`config.mk`:
```
export PLATFORM = sky130hd
export DESIGN_NAME = pgcs_top
export DESIGN_NICKNAME = d
export VERILOG_FILES = /design/src/pgcs_guard_timer.v /design/src/pgcs_top.v
export VERILOG_INCLUDE_DIRS = /design/src
export SDC_FILE = /design/constraint.sdc
export NUM_CORES = 1
export LEC_CHECK = 0
export BUFFER_PORTS_ARGS = -buffer_cell sky130_fd_sc_hd__buf_4
export CORE_MARGIN = 5
export CORE_UTILIZATION = 58
export DETAILED_ROUTE_END_ITERATION = 12
export PLACE_DENSITY = 0.82
export SKIP_CTS_REPAIR_TIMING = 1
export SLEW_MARGIN = 10
export SYNTH_ARGS = -nofsm -noshare
export SYNTH_HDL_FRONTEND = slang
export SYNTH_SLANG_ARGS = --single-unit
```
`constraint.sdc`:
```
create_clock -name MCLK -period 5.4 [get_ports MCLK]
set_input_delay 0.27 -clock MCLK [delete_from_list [all_inputs] [get_ports MCLK]]
set_output_delay 0.27 -clock MCLK [all_outputs]
set_load 0.05 [all_outputs]
```
`src/pgcs_consts.vh`:
```
// Purpose: Constants for the programming port control and status block.
// Assumes: Included by its bare name from every design file of the block.
// Notes:   Definitions only.
`ifndef PGCS_CONSTS_VH
`define PGCS_CONSTS_VH

// ==========================================================================
// Control-space offsets
`define PGCS_OFS_STATUS      4'h0
`define PGCS_OFS_GUARD       4'h2
`define PGCS_OFS_IDENT       4'hf

// ==========================================================================
// Field positions and reset values
`define PGCS_NVM_PROGRAMMING_ENABLED_BIT       1
`define PGCS_GUARD_MSB       2
`define PGCS_GUARD_RESET     3'h0
`define PGCS_STATUS_RESET    1'b0
// Identification code; the value is arbitrary.
`define PGCS_IDENT_CODE      8'h5a

// ==========================================================================
// Instruction opcodes
`define PGCS_OP_LOAD_HI      4'h8
`define PGCS_OP_STORE_HI     4'hc
`define PGCS_OP_KEY          8'he0
`define PGCS_KEY_BYTES       4'h8
`define PGCS_ENABLE_KEY      64'h1289ab45cdd888ff

// ==========================================================================
// Guard time
`define PGCS_GUARD_BASE_IDLE 8'h02
`define PGCS_GUARD_CNT_W     8

// ==========================================================================
// Memory map and sections
`define PGCS_NVM_BASE        16'h4000
`define PGCS_SEC_CODE        2'h0
`define PGCS_SEC_CONFIG      2'h1
`define PGCS_SEC_SIGNATURE   2'h2
`define PGCS_SEC_CALIB       2'h3

`endif

```
`src/pgcs_guard_timer.v`:
```
// Purpose: Counts idle bits on a receive-to-transmit turnaround.
// Assumes: One bit_tick pulse per link bit time.
// Notes:   A new start restarts the count.
`timescale 1ns/1ps
`include "pgcs_consts.vh"

module pgcs_guard_timer (
  input  wire       clk,
  input  wire       rst_n,
  input  wire       start,
  input  wire       bit_tick,
  input  wire [2:0] gt_sel,
  output reg        busy_q,
  output reg        done_q
);

  reg  [`PGCS_GUARD_CNT_W-1:0] cnt_q;
  reg  [`PGCS_GUARD_CNT_W-1:0] extra;
  wire [`PGCS_GUARD_CNT_W-1:0] total;

  // ========================================================================
  // Guard selection decode.
  always @* begin
    case (gt_sel)
      3'h0:    extra = 8'h80;
      3'h1:    extra = 8'h40;
      3'h2:    extra = 8'h20;
      3'h3:    extra = 8'h10;
      3'h4:    extra = 8'h08;
      3'h5:    extra = 8'h04;
      3'h6:    extra = 8'h02;
      default: extra = 8'h00;
    endcase
  end

  assign total = extra + `PGCS_GUARD_BASE_IDLE;

  // ========================================================================
  // Idle bit counter.
  always @(posedge clk or negedge rst_n) begin
    if (!rst_n) begin
      cnt_q  <= 8'h00;
      busy_q <= 1'b0;
      done_q <= 1'b0;
    end else begin
      done_q <= 1'b0;
      if (start) begin
        cnt_q  <= total;
        busy_q <= 1'b1;
      end else if (busy_q && bit_tick) begin
        if (cnt_q == 8'h01) begin
          busy_q <= 1'b0;
          done_q <= 1'b1;
        end
        cnt_q <= cnt_q - 8'h01;
      end
    end
  end

endmodule // pgcs_guard_timer

```
`src/pgcs_top.v`:
```
// Purpose: Control and status space of the serial programming port and
//          the access policy of the non-volatile memory controller.
// Assumes: All inputs synchronous to MCLK; command strobes are one cycle.
// Notes:   The rules that this block keeps are listed below.
// Contract
// - Control registers live apart from I/O space, reached only by control-space load/store.
// - Offset 0x0F returns a fixed 8-bit identification code.
// - Guard field at offset 0x02 bits 2:0 selects 128 down to 0 idle bits.
// - Guard bits are added only on receive-to-transmit turnaround.
// - Turnaround idle equals guard count plus two idle bits.
// - Guard setting resets to 128 extra idle bits.
// - Status offset 0x00 bit 1 reads one while programming is enabled.
// - Writing zero to the enable bit ends programming.
// - Flash powers down in sleep when no programming runs.
// - Memories map into data space, readable by core indirect loads.
// - Core data read served first; next fetch follows, stalling one cycle.
// - Core write or erase attempts to memory have no effect.
// - External mode programs all sections except signature and calibration.
// - Programming enables only after the matching 64-bit key.
// - Load opcode is 1000 aaaa, store is 1100 aaaa.
`timescale 1ns/1ps
`include "pgcs_consts.vh"

module pgcs_top (
  input  wire        MCLK,
  input  wire        RESET_N,
  input  wire        CMD_VALID,
  input  wire [7:0]  CMD_OPCODE,
  input  wire [7:0]  CMD_DATA,
  input  wire        KEY_BYTE_VALID,
  input  wire [7:0]  KEY_BYTE,
  output reg  [7:0]  CS_RDATA,
  output reg         CS_RVALID,
  input  wire        TURN_TO_TX,
  input  wire        BIT_TICK,
  output wire        GUARD_ACTIVE,
  output wire        TX_START,
  input  wire        CORE_SLEEP,
  input  wire        NVM_BUSY,
  output reg         FLASH_PWR_DOWN,
  input  wire        FETCH_REQ,
  input  wire [15:0] FETCH_ADDR,
  input  wire        CORE_LD_REQ,
  input  wire [15:0] CORE_LD_ADDR,
  output reg         NVM_RD,
  output reg         NVM_RD_DATA_SEL,
  output reg  [15:0] NVM_ADDR,
  output reg         CORE_STALL,
  input  wire        CORE_NVM_WR_REQ,
  input  wire        PRG_NVM_WR_REQ,
  input  wire [1:0]  PRG_SECTION,
  output reg         NVM_WR_EN,
  output reg         PRG_WR_REJECT,
  output reg         NVM_PRG_ENABLED
);

  // ========================================================================
  // State and decode signals.
  reg  [2:0]  guard_sel_q;
  reg  [2:0]  guard_sel_d;
  reg         nvm_en_q;
  reg         nvm_en_d;
  reg  [63:0] key_shift_q;
  reg  [3:0]  key_left_q;
  reg  [7:0]  rdata_d;
  wire        is_load;
  wire        is_store;
  wire        is_key;
  wire [3:0]  cs_addr;
  wire        key_last;
  wire [63:0] key_full;
  wire        key_match;
  wire        ld_mapped;
  wire        sec_read_only;

  assign cs_addr  = CMD_OPCODE[3:0];
  assign is_load  = CMD_VALID && (CMD_OPCODE[7:4] == `PGCS_OP_LOAD_HI);
  assign is_store = CMD_VALID && (CMD_OPCODE[7:4] == `PGCS_OP_STORE_HI);
  assign is_key   = CMD_VALID && (CMD_OPCODE == `PGCS_OP_KEY);

  // ========================================================================
  // Control-space read decode.
  always @* begin
    rdata_d = 8'h00;
    case (cs_addr)
      `PGCS_OFS_STATUS: begin
        rdata_d[`PGCS_NVM_PROGRAMMING_ENABLED_BIT] = nvm_en_q;
      end
      `PGCS_OFS_GUARD: begin
        rdata_d[`PGCS_GUARD_MSB:0] = guard_sel_q;
      end
      `PGCS_OFS_IDENT: begin
        rdata_d = `PGCS_IDENT_CODE;
      end
      default: begin
        rdata_d = 8'h00;
      end
    endcase
  end

  always @(posedge MCLK or negedge RESET_N) begin
    if (!RESET_N) begin
      CS_RDATA  <= 8'h00;
      CS_RVALID <= 1'b0;
    end else begin
      CS_RVALID <= is_load;
      if (is_load) begin
        CS_RDATA <= rdata_d;
      end
    end
  end

  // ========================================================================
  // Key collection.
  assign key_full  = {KEY_BYTE, key_shift_q[63:8]};
  assign key_last  = KEY_BYTE_VALID && (key_left_q == 4'h1);
  assign key_match = key_last && (key_full == `PGCS_ENABLE_KEY);

  always @(posedge MCLK or negedge RESET_N) begin
    if (!RESET_N) begin
      key_shift_q <= 64'h0;
      key_left_q  <= 4'h0;
    end else begin
      if (is_key) begin
        key_left_q <= `PGCS_KEY_BYTES;
      end else if (KEY_BYTE_VALID && (key_left_q != 4'h0)) begin
        key_shift_q <= key_full;
        key_left_q  <= key_left_q - 4'h1;
      end
    end
  end

  // ========================================================================
  // Control-space writes.
  always @* begin
    guard_sel_d = guard_sel_q;
    nvm_en_d    = nvm_en_q;
    if (is_store && (cs_addr == `PGCS_OFS_GUARD)) begin
      guard_sel_d = CMD_DATA[`PGCS_GUARD_MSB:0];
    end
    if (is_store && (cs_addr == `PGCS_OFS_STATUS) && !CMD_DATA[`PGCS_NVM_PROGRAMMING_ENABLED_BIT]) begin
      nvm_en_d = 1'b0;
    end
    if (key_match) begin
      nvm_en_d = 1'b1;
    end
  end

  always @(posedge MCLK or negedge RESET_N) begin
    if (!RESET_N) begin
      guard_sel_q     <= `PGCS_GUARD_RESET;
      nvm_en_q        <= `PGCS_STATUS_RESET;
      NVM_PRG_ENABLED <= 1'b0;
    end else begin
      guard_sel_q     <= guard_sel_d;
      nvm_en_q        <= nvm_en_d;
      NVM_PRG_ENABLED <= nvm_en_d;
    end
  end

  // ========================================================================
  // Turnaround guard; only the receive-to-transmit turn starts it.
  pgcs_guard_timer u_guard (
    .clk      (MCLK),
    .rst_n    (RESET_N),
    .start    (TURN_TO_TX),
    .bit_tick (BIT_TICK),
    .gt_sel   (guard_sel_q),
    .busy_q   (GUARD_ACTIVE),
    .done_q   (TX_START)
  );

  // ========================================================================
  // Flash power control.
  always @(posedge MCLK or negedge RESET_N) begin
    if (!RESET_N) begin
      FLASH_PWR_DOWN <= 1'b0;
    end else begin
      FLASH_PWR_DOWN <= CORE_SLEEP && !NVM_BUSY && !NVM_WR_EN;
    end
  end

  // ========================================================================
  // Single read port arbitration.
  assign ld_mapped = CORE_LD_REQ && (CORE_LD_ADDR >= `PGCS_NVM_BASE);

  always @(posedge MCLK or negedge RESET_N) begin
    if (!RESET_N) begin
      NVM_RD          <= 1'b0;
      NVM_RD_DATA_SEL <= 1'b0;
      NVM_ADDR        <= 16'h0000;
      CORE_STALL      <= 1'b0;
    end else begin
      CORE_STALL <= ld_mapped;
      if (ld_mapped) begin
        NVM_RD          <= 1'b1;
        NVM_RD_DATA_SEL <= 1'b1;
        NVM_ADDR        <= CORE_LD_ADDR - `PGCS_NVM_BASE;
      end else if (FETCH_REQ) begin
        NVM_RD          <= 1'b1;
        NVM_RD_DATA_SEL <= 1'b0;
        NVM_ADDR        <= FETCH_ADDR;
      end else begin
        NVM_RD          <= 1'b0;
        NVM_RD_DATA_SEL <= 1'b0;
      end
    end
  end

  // ========================================================================
  // Write permission.
  assign sec_read_only = (PRG_SECTION == `PGCS_SEC_SIGNATURE) ||
                         (PRG_SECTION == `PGCS_SEC_CALIB);

  always @(posedge MCLK or negedge RESET_N) begin
    if (!RESET_N) begin
      NVM_WR_EN     <= 1'b0;
      PRG_WR_REJECT <= 1'b0;
    end else begin
      // Core write requests never reach the array.
      NVM_WR_EN     <= PRG_NVM_WR_REQ && nvm_en_q && !sec_read_only;
      PRG_WR_REJECT <= PRG_NVM_WR_REQ && (!nvm_en_q || sec_read_only);
    end
  end

  wire unused_core_wr;
  assign unused_core_wr = CORE_NVM_WR_REQ;

endmodule // pgcs_top

```
# After elaboration in Yosys (flattened, before gate mapping)
# Index checks and enable logic that the tools add are counted.
[totals]
register_bits = 113
latchBits = 0
mem_bits_rw = 0
mem_bits_ro = 0
inputBits = 70
output_inout_bits = 34
elab_cells = 93
memories = 0
[classes]
n_addsub = 4
multipliers = 0
div = 0
magnitude_cmp = 1
eq_ne = 16
shift = 0
muxes = 22
bitwise_logic = 1
n_reduce_logical = 33
[ops]
columns = ["cell", "n"]
rows = [
  ["$eq 64x61->1 const B", 1],
  ["$pmux 8 s7", 1],
  ["$mux 16", 2],
  ["$ge 16x15->1 const B", 1],
  ["$logic_and 1x1->1", 16],
  ["$mux 8", 2],
  ["$sub 16x15->16 const B", 1],
  ["$mux 1", 13],
  ["$eq 4x4->1 const B", 3],
  ["$mux 4", 3],
  ["$reduce_bool 2->1", 5],
  ["$eq 3x3->1 const B", 3],
  ["$add 8x2->8 const B", 1],
  ["$eq 8x1->1 const B", 1],
  ["$eq 8x8->1 const B", 1],
  ["$sub 8x1->8 const B", 1],
  ["$eq 3x2->1 const B", 2],
  ["$logic_not 1->1", 5],
  ["$eq 2x2->1 const B", 2],
  ["$eq 4x1->1 const B", 1],
  ["$eq 4x2->1 const B", 1],
  ["$logic_not 4->1", 1],
  ["$reduce_and 2->1", 2],
  ["$reduce_bool 4->1", 1],
  ["other kinds (6)", 7],
]

# Logic depth before layout (Yosys ltp)
[depth]
depth_word = 6
ltp_mapped = 7
mapped_depth_nobuf = 6

# By module
# A second synthesis with hierarchy kept.
[hier_totals]
cells_unflattened = 356
hier_area_um2 = 4638.2
[modules_own_cells]
columns = ["module", "instances", "cells_each", "area_each_um2", "seq_area_each_um2"]
rows = [
  ["pgcs_top", 1, 295, 4047.6, 2252.2],
  ["pgcs_guard_timer", 1, 61, 590.6, 250.2],
]

# Worst setup path after synthesis
# No wires, ideal clock.
[synth_path]
path_type = "register to register"
start = "register key_left_q[0]"
end = "register key_shift_q[23]"
t_arrival_ps = 1696
t_required_ps = 5275
setup_slack_ps = 3579
stages_incl_launch_ff = 8
path_cell_list = "dfrtp_1 > inv_1 > ha_1 > a21oi_1 > nor2b_4 > buf_12 > buf_12 > mux2_4"
[synth_between]
elab_chain_len = 3
[synth_lines]
columns = ["item", "line", "source"]
rows = [
  ["start, declared", "pgcs_top.v:64", "reg [3:0] key_left_q;"],
  ["start signal, assigned", "pgcs_top.v:125", "key_left_q <= `PGCS_KEY_BYTES;"],
  ["start signal, assigned", "pgcs_top.v:128", "key_left_q <= key_left_q - 4'h1;"],
  ["$reduce_bool 4->1", "pgcs_top.v:126", "end else if (KEY_BYTE_VALID && (key_left_q != 4'h0)) begin"],
  ["$logic_and 1x1->1", "pgcs_top.v:126", ""],
  ["$reduce_and 2->1 (no line)", "-", ""],
  ["end signal, assigned", "pgcs_top.v:127", "key_shift_q <= key_full;"],
  ["end, declared", "pgcs_top.v:63", "reg [63:0] key_shift_q;"],
]
# Every way passes these cells.
# A chain may end at the register's enable or synchronous reset.

# Worst setup path in the final report
[layout_path]
start = "register key_left_q[0]"
end = "register key_shift_q[16]"
# The elaborated chain is that of the path after synthesis.

==> flow_summary.toml <==
[run_status]
run_status = "complete, no violations"

[drt]
remaining_drc_errors = 0
first_pass_iters = 4
wl_per_cell_microns = 16.1
vias = 3010
via_per_inst = 5.45
drt_wl_total_mm = 8.88
postRouteAntennaNets = 0
drtIter0Drc = 85

[place]
port_buffers = 94
gp_congestion = 0.854
dpl.hpwl_mm = 6.56
dp.cells = 535

[power_and_ir_drop]
p_clk_frac = 0.234
p_switching_uw = 722
power.internal_mw = 1.71
leakage_nw = 2.69
swShare = 0.298
power_frac_seq = 0.489
pwr-share-comb = 0.277
max-vdd-ir-drop_mv = 0.282
cellPowerDensity_nw_per_um2 = 433

[setup_path]
max_stage_delay_ps = 720
critPathSlowestCell = "nor2b_4"
r2r_setup_slack_ps = 2500
cp-start-kind = "flop"
crit_fanout = 37
cp.arrival_ps = 3150
path_depth = 6
criticalPathCategory = "flop to flop"
crit_start = "key_left_q[0]"
reg2reg_to = "key_shift_q[16]"
crit_path_end = "key_shift_q[16]"
reg2reg_depth = 6
r2r-start = "key_left_q[0]"
cp.required_ps = 5650
end_kind = "flop"
crit_family = "simple AND/OR/NAND/NOR gates"
cp_num_buf_inv = 2
path_cells = "inv_1 -> ha_1 -> a21oi_1 -> nor2b_4 -> buf_4 -> mux2_2"

[clocking]
cts.clk_slew.worst_paths_ps = 100
cts-root-buf = "clkbuf_8"
clock_latency_ps = 350
cts.path.max_buffers = 2
cts_buffers = 9
cts_sinks = 100
cts_tree = "built"
htreeDepth = 3

[grt]
use_met1 = 0.230
grt-ovfl-total = 0
antenna_found_initial = 0
track_usage = 0.183
grtUsageMet2 = 0.315
grt_busiest_layer = "met2"
grtUsageMet3 = 0.0382
grt_pass1_wl_mm = 14.8
grt_pass1_vias = 3151
grt_start_max_net_pins = 54

[floorplanning]
row_count = 32
coreArea_sq_um = 7810
io_pins = 104
die_y_microns = 99.9
start_util = 0.600
die_w_microns = 99.9
dieArea_sq_um = 9970

[synth]
synth-warning-count = 0
yosys-top-cells-area = "dfrtp_1 (53%), mux2_4 (13%), mux2_2 (4.8%)"
syn_area_sq_um = 4680
netlist_instances = 357
ys_seq_elements = 100
yosys.area.top_type = "dfrtp_1"
ys_seq_area_frac = 0.534
synth_top_flop_cell = "dfrtp_1"
avgSynthCellArea_sq_um = 13.1
ys_types = 47
synth-async-reset-ratio = 1.00
synth-edff-count = 0
synth_top_area_share = 0.534

[finish]
area_delta_synth_final_pct = 19.8
drive_gt1_frac = 0.398
diodes = 0
fin_nets = 522
layout_commonest_cell = "dfrtp_1"
instances_no_fill = 552
final_cell_mix = "dfrtp_1 (100), buf_4 (96), mux2_4 (40)"

[timing]
finClkSkew_ps = 4.72
finalCritPeriodShare = 0.537
setup_viol = 0
slew_violations = 0
min_period_ps = 2900
relSlewSlack = 0.291
tightest_slew_ps = 1060
rsz0062_at_grt = "no"
hold_viol = 0
fmax_ghz = 0.345
tns_ps = 0

[min_path]
hold_path_depth = 2
hold_class = "input port to flop"

[run]
drv_cap = 0
-- logic make-up after synthesis --
kind of cell	synth area share
XOR/XNOR	0.0168
adder cells (fa/ha/maj)	0.0187
AND/OR/NAND/NOR	0.120
flip-flops	0.534
AO/OA/AOI/OAI	0.0516
multiplexers	0.208
buffers and inverters	0.0492
other	0.000801
-- through the flow --
stage | worst slack [ps] | instance area [sq um] | util | hold slack (ps) | power, mW
2_1_floorplan | 3580 | 4690 | - | -25.6 | 1.70
3_3_place_gp | 2600 | 5350 | 0.686 | 310 | 1.83
3_5_place_dp | 2490 | 5350 | 0.686 | 313 | 1.88
4_1_cts | 2480 | 5600 | 0.717 | -83.8 | 2.45
5_1_grt | 2330 | 5610 | 0.719 | 40.5 | 2.56
6_report | 2500 | 5610 | 0.719 | 69.7 | 2.43
-- layout make-up --
class                   count  area, sq um
repair buffers             97          731
fillers                   543         2200
clock inverters             7          124
inverters                  12         45.0
flip-flops and latches    100         2500
multi-input cells         225         1960
well taps                 102          128
clock buffers               9          124
-- state kept, by name (all words and copies together), names as in the netlist --
register	flops
CORE_STALL	1
CS_RDATA	4
CS_RVALID	1
FLASH_PWR_DOWN	1
NVM_ADDR	16
NVM_RD	1
NVM_WR_EN	1
PRG_WR_REJECT	1
guard_sel_q	3
key_left_q	4
key_shift_q	56
nvm_en_q	1
u_guard.busy_q	1
u_guard.cnt_q	8
u_guard.done_q	1
-- cells in the mapped netlist, types with 3 or more instances --
cell type and number:
dfrtp_1 100, mux2_4 40, nand2_1 26, mux2_2 20, o21ai_0 19, mux2i_1 15
inv_1 12, nor2_1 11, clkbuf_1 8, a21oi_1 7, ha_1 7, buf_4 6
nand4b_1 6, buf_12 5, nand4_1 5, nor3_1 5, nor3b_1 5, nor4_1 5
xor2_1 5, nor4bb_1 4, xnor2_1 4, a211oi_1 3, nand2b_1 3, nand3_1 3
nor2b_1 3, o32ai_1 3
-- worst register-to-register path, stage by stage, from the launching register on --
cell,delay [ps]
dfrtp_1,420
inv_1,70
ha_1,210
a21oi_1,350
nor2b_4,720
buf_4,610
mux2_2,420
-- how the worst min path moves through the flow --
stage / start / to / slack [ps]
floorplan: RESET_N / CORE_STALL / -30
finish: NVM_BUSY / FLASH_PWR_DOWN / 70
global placement: RESET_N / u_guard.cnt_q[0] / 310
global route: NVM_BUSY / FLASH_PWR_DOWN / 40
detailed placement: RESET_N / u_guard.cnt_q[0] / 310
CTS: RESET_N / u_guard.cnt_q[6] / -80
-- layer usage --
layer,share of wire,vias up,wire length [microns]
li1,-,1444,-
met1,0.43,1485,3790
met2,0.51,66,4510
met3,0.050,15,442
met4,0.016,0,140
met5,0,-,0
-- power groups by stage --
stage / sequential (mW) / clock, mW / combinational, mW
floorplan: 1.19 / 0 / 0.506
global placement: 1.18 / 0 / 0.650
detailed placement: 1.20 / 0 / 0.677
CTS: 1.19 / 0.586 / 0.680
global route: 1.22 / 0.612 / 0.726
finish: 1.19 / 0.569 / 0.672
(Power assumes the default switching activity.)
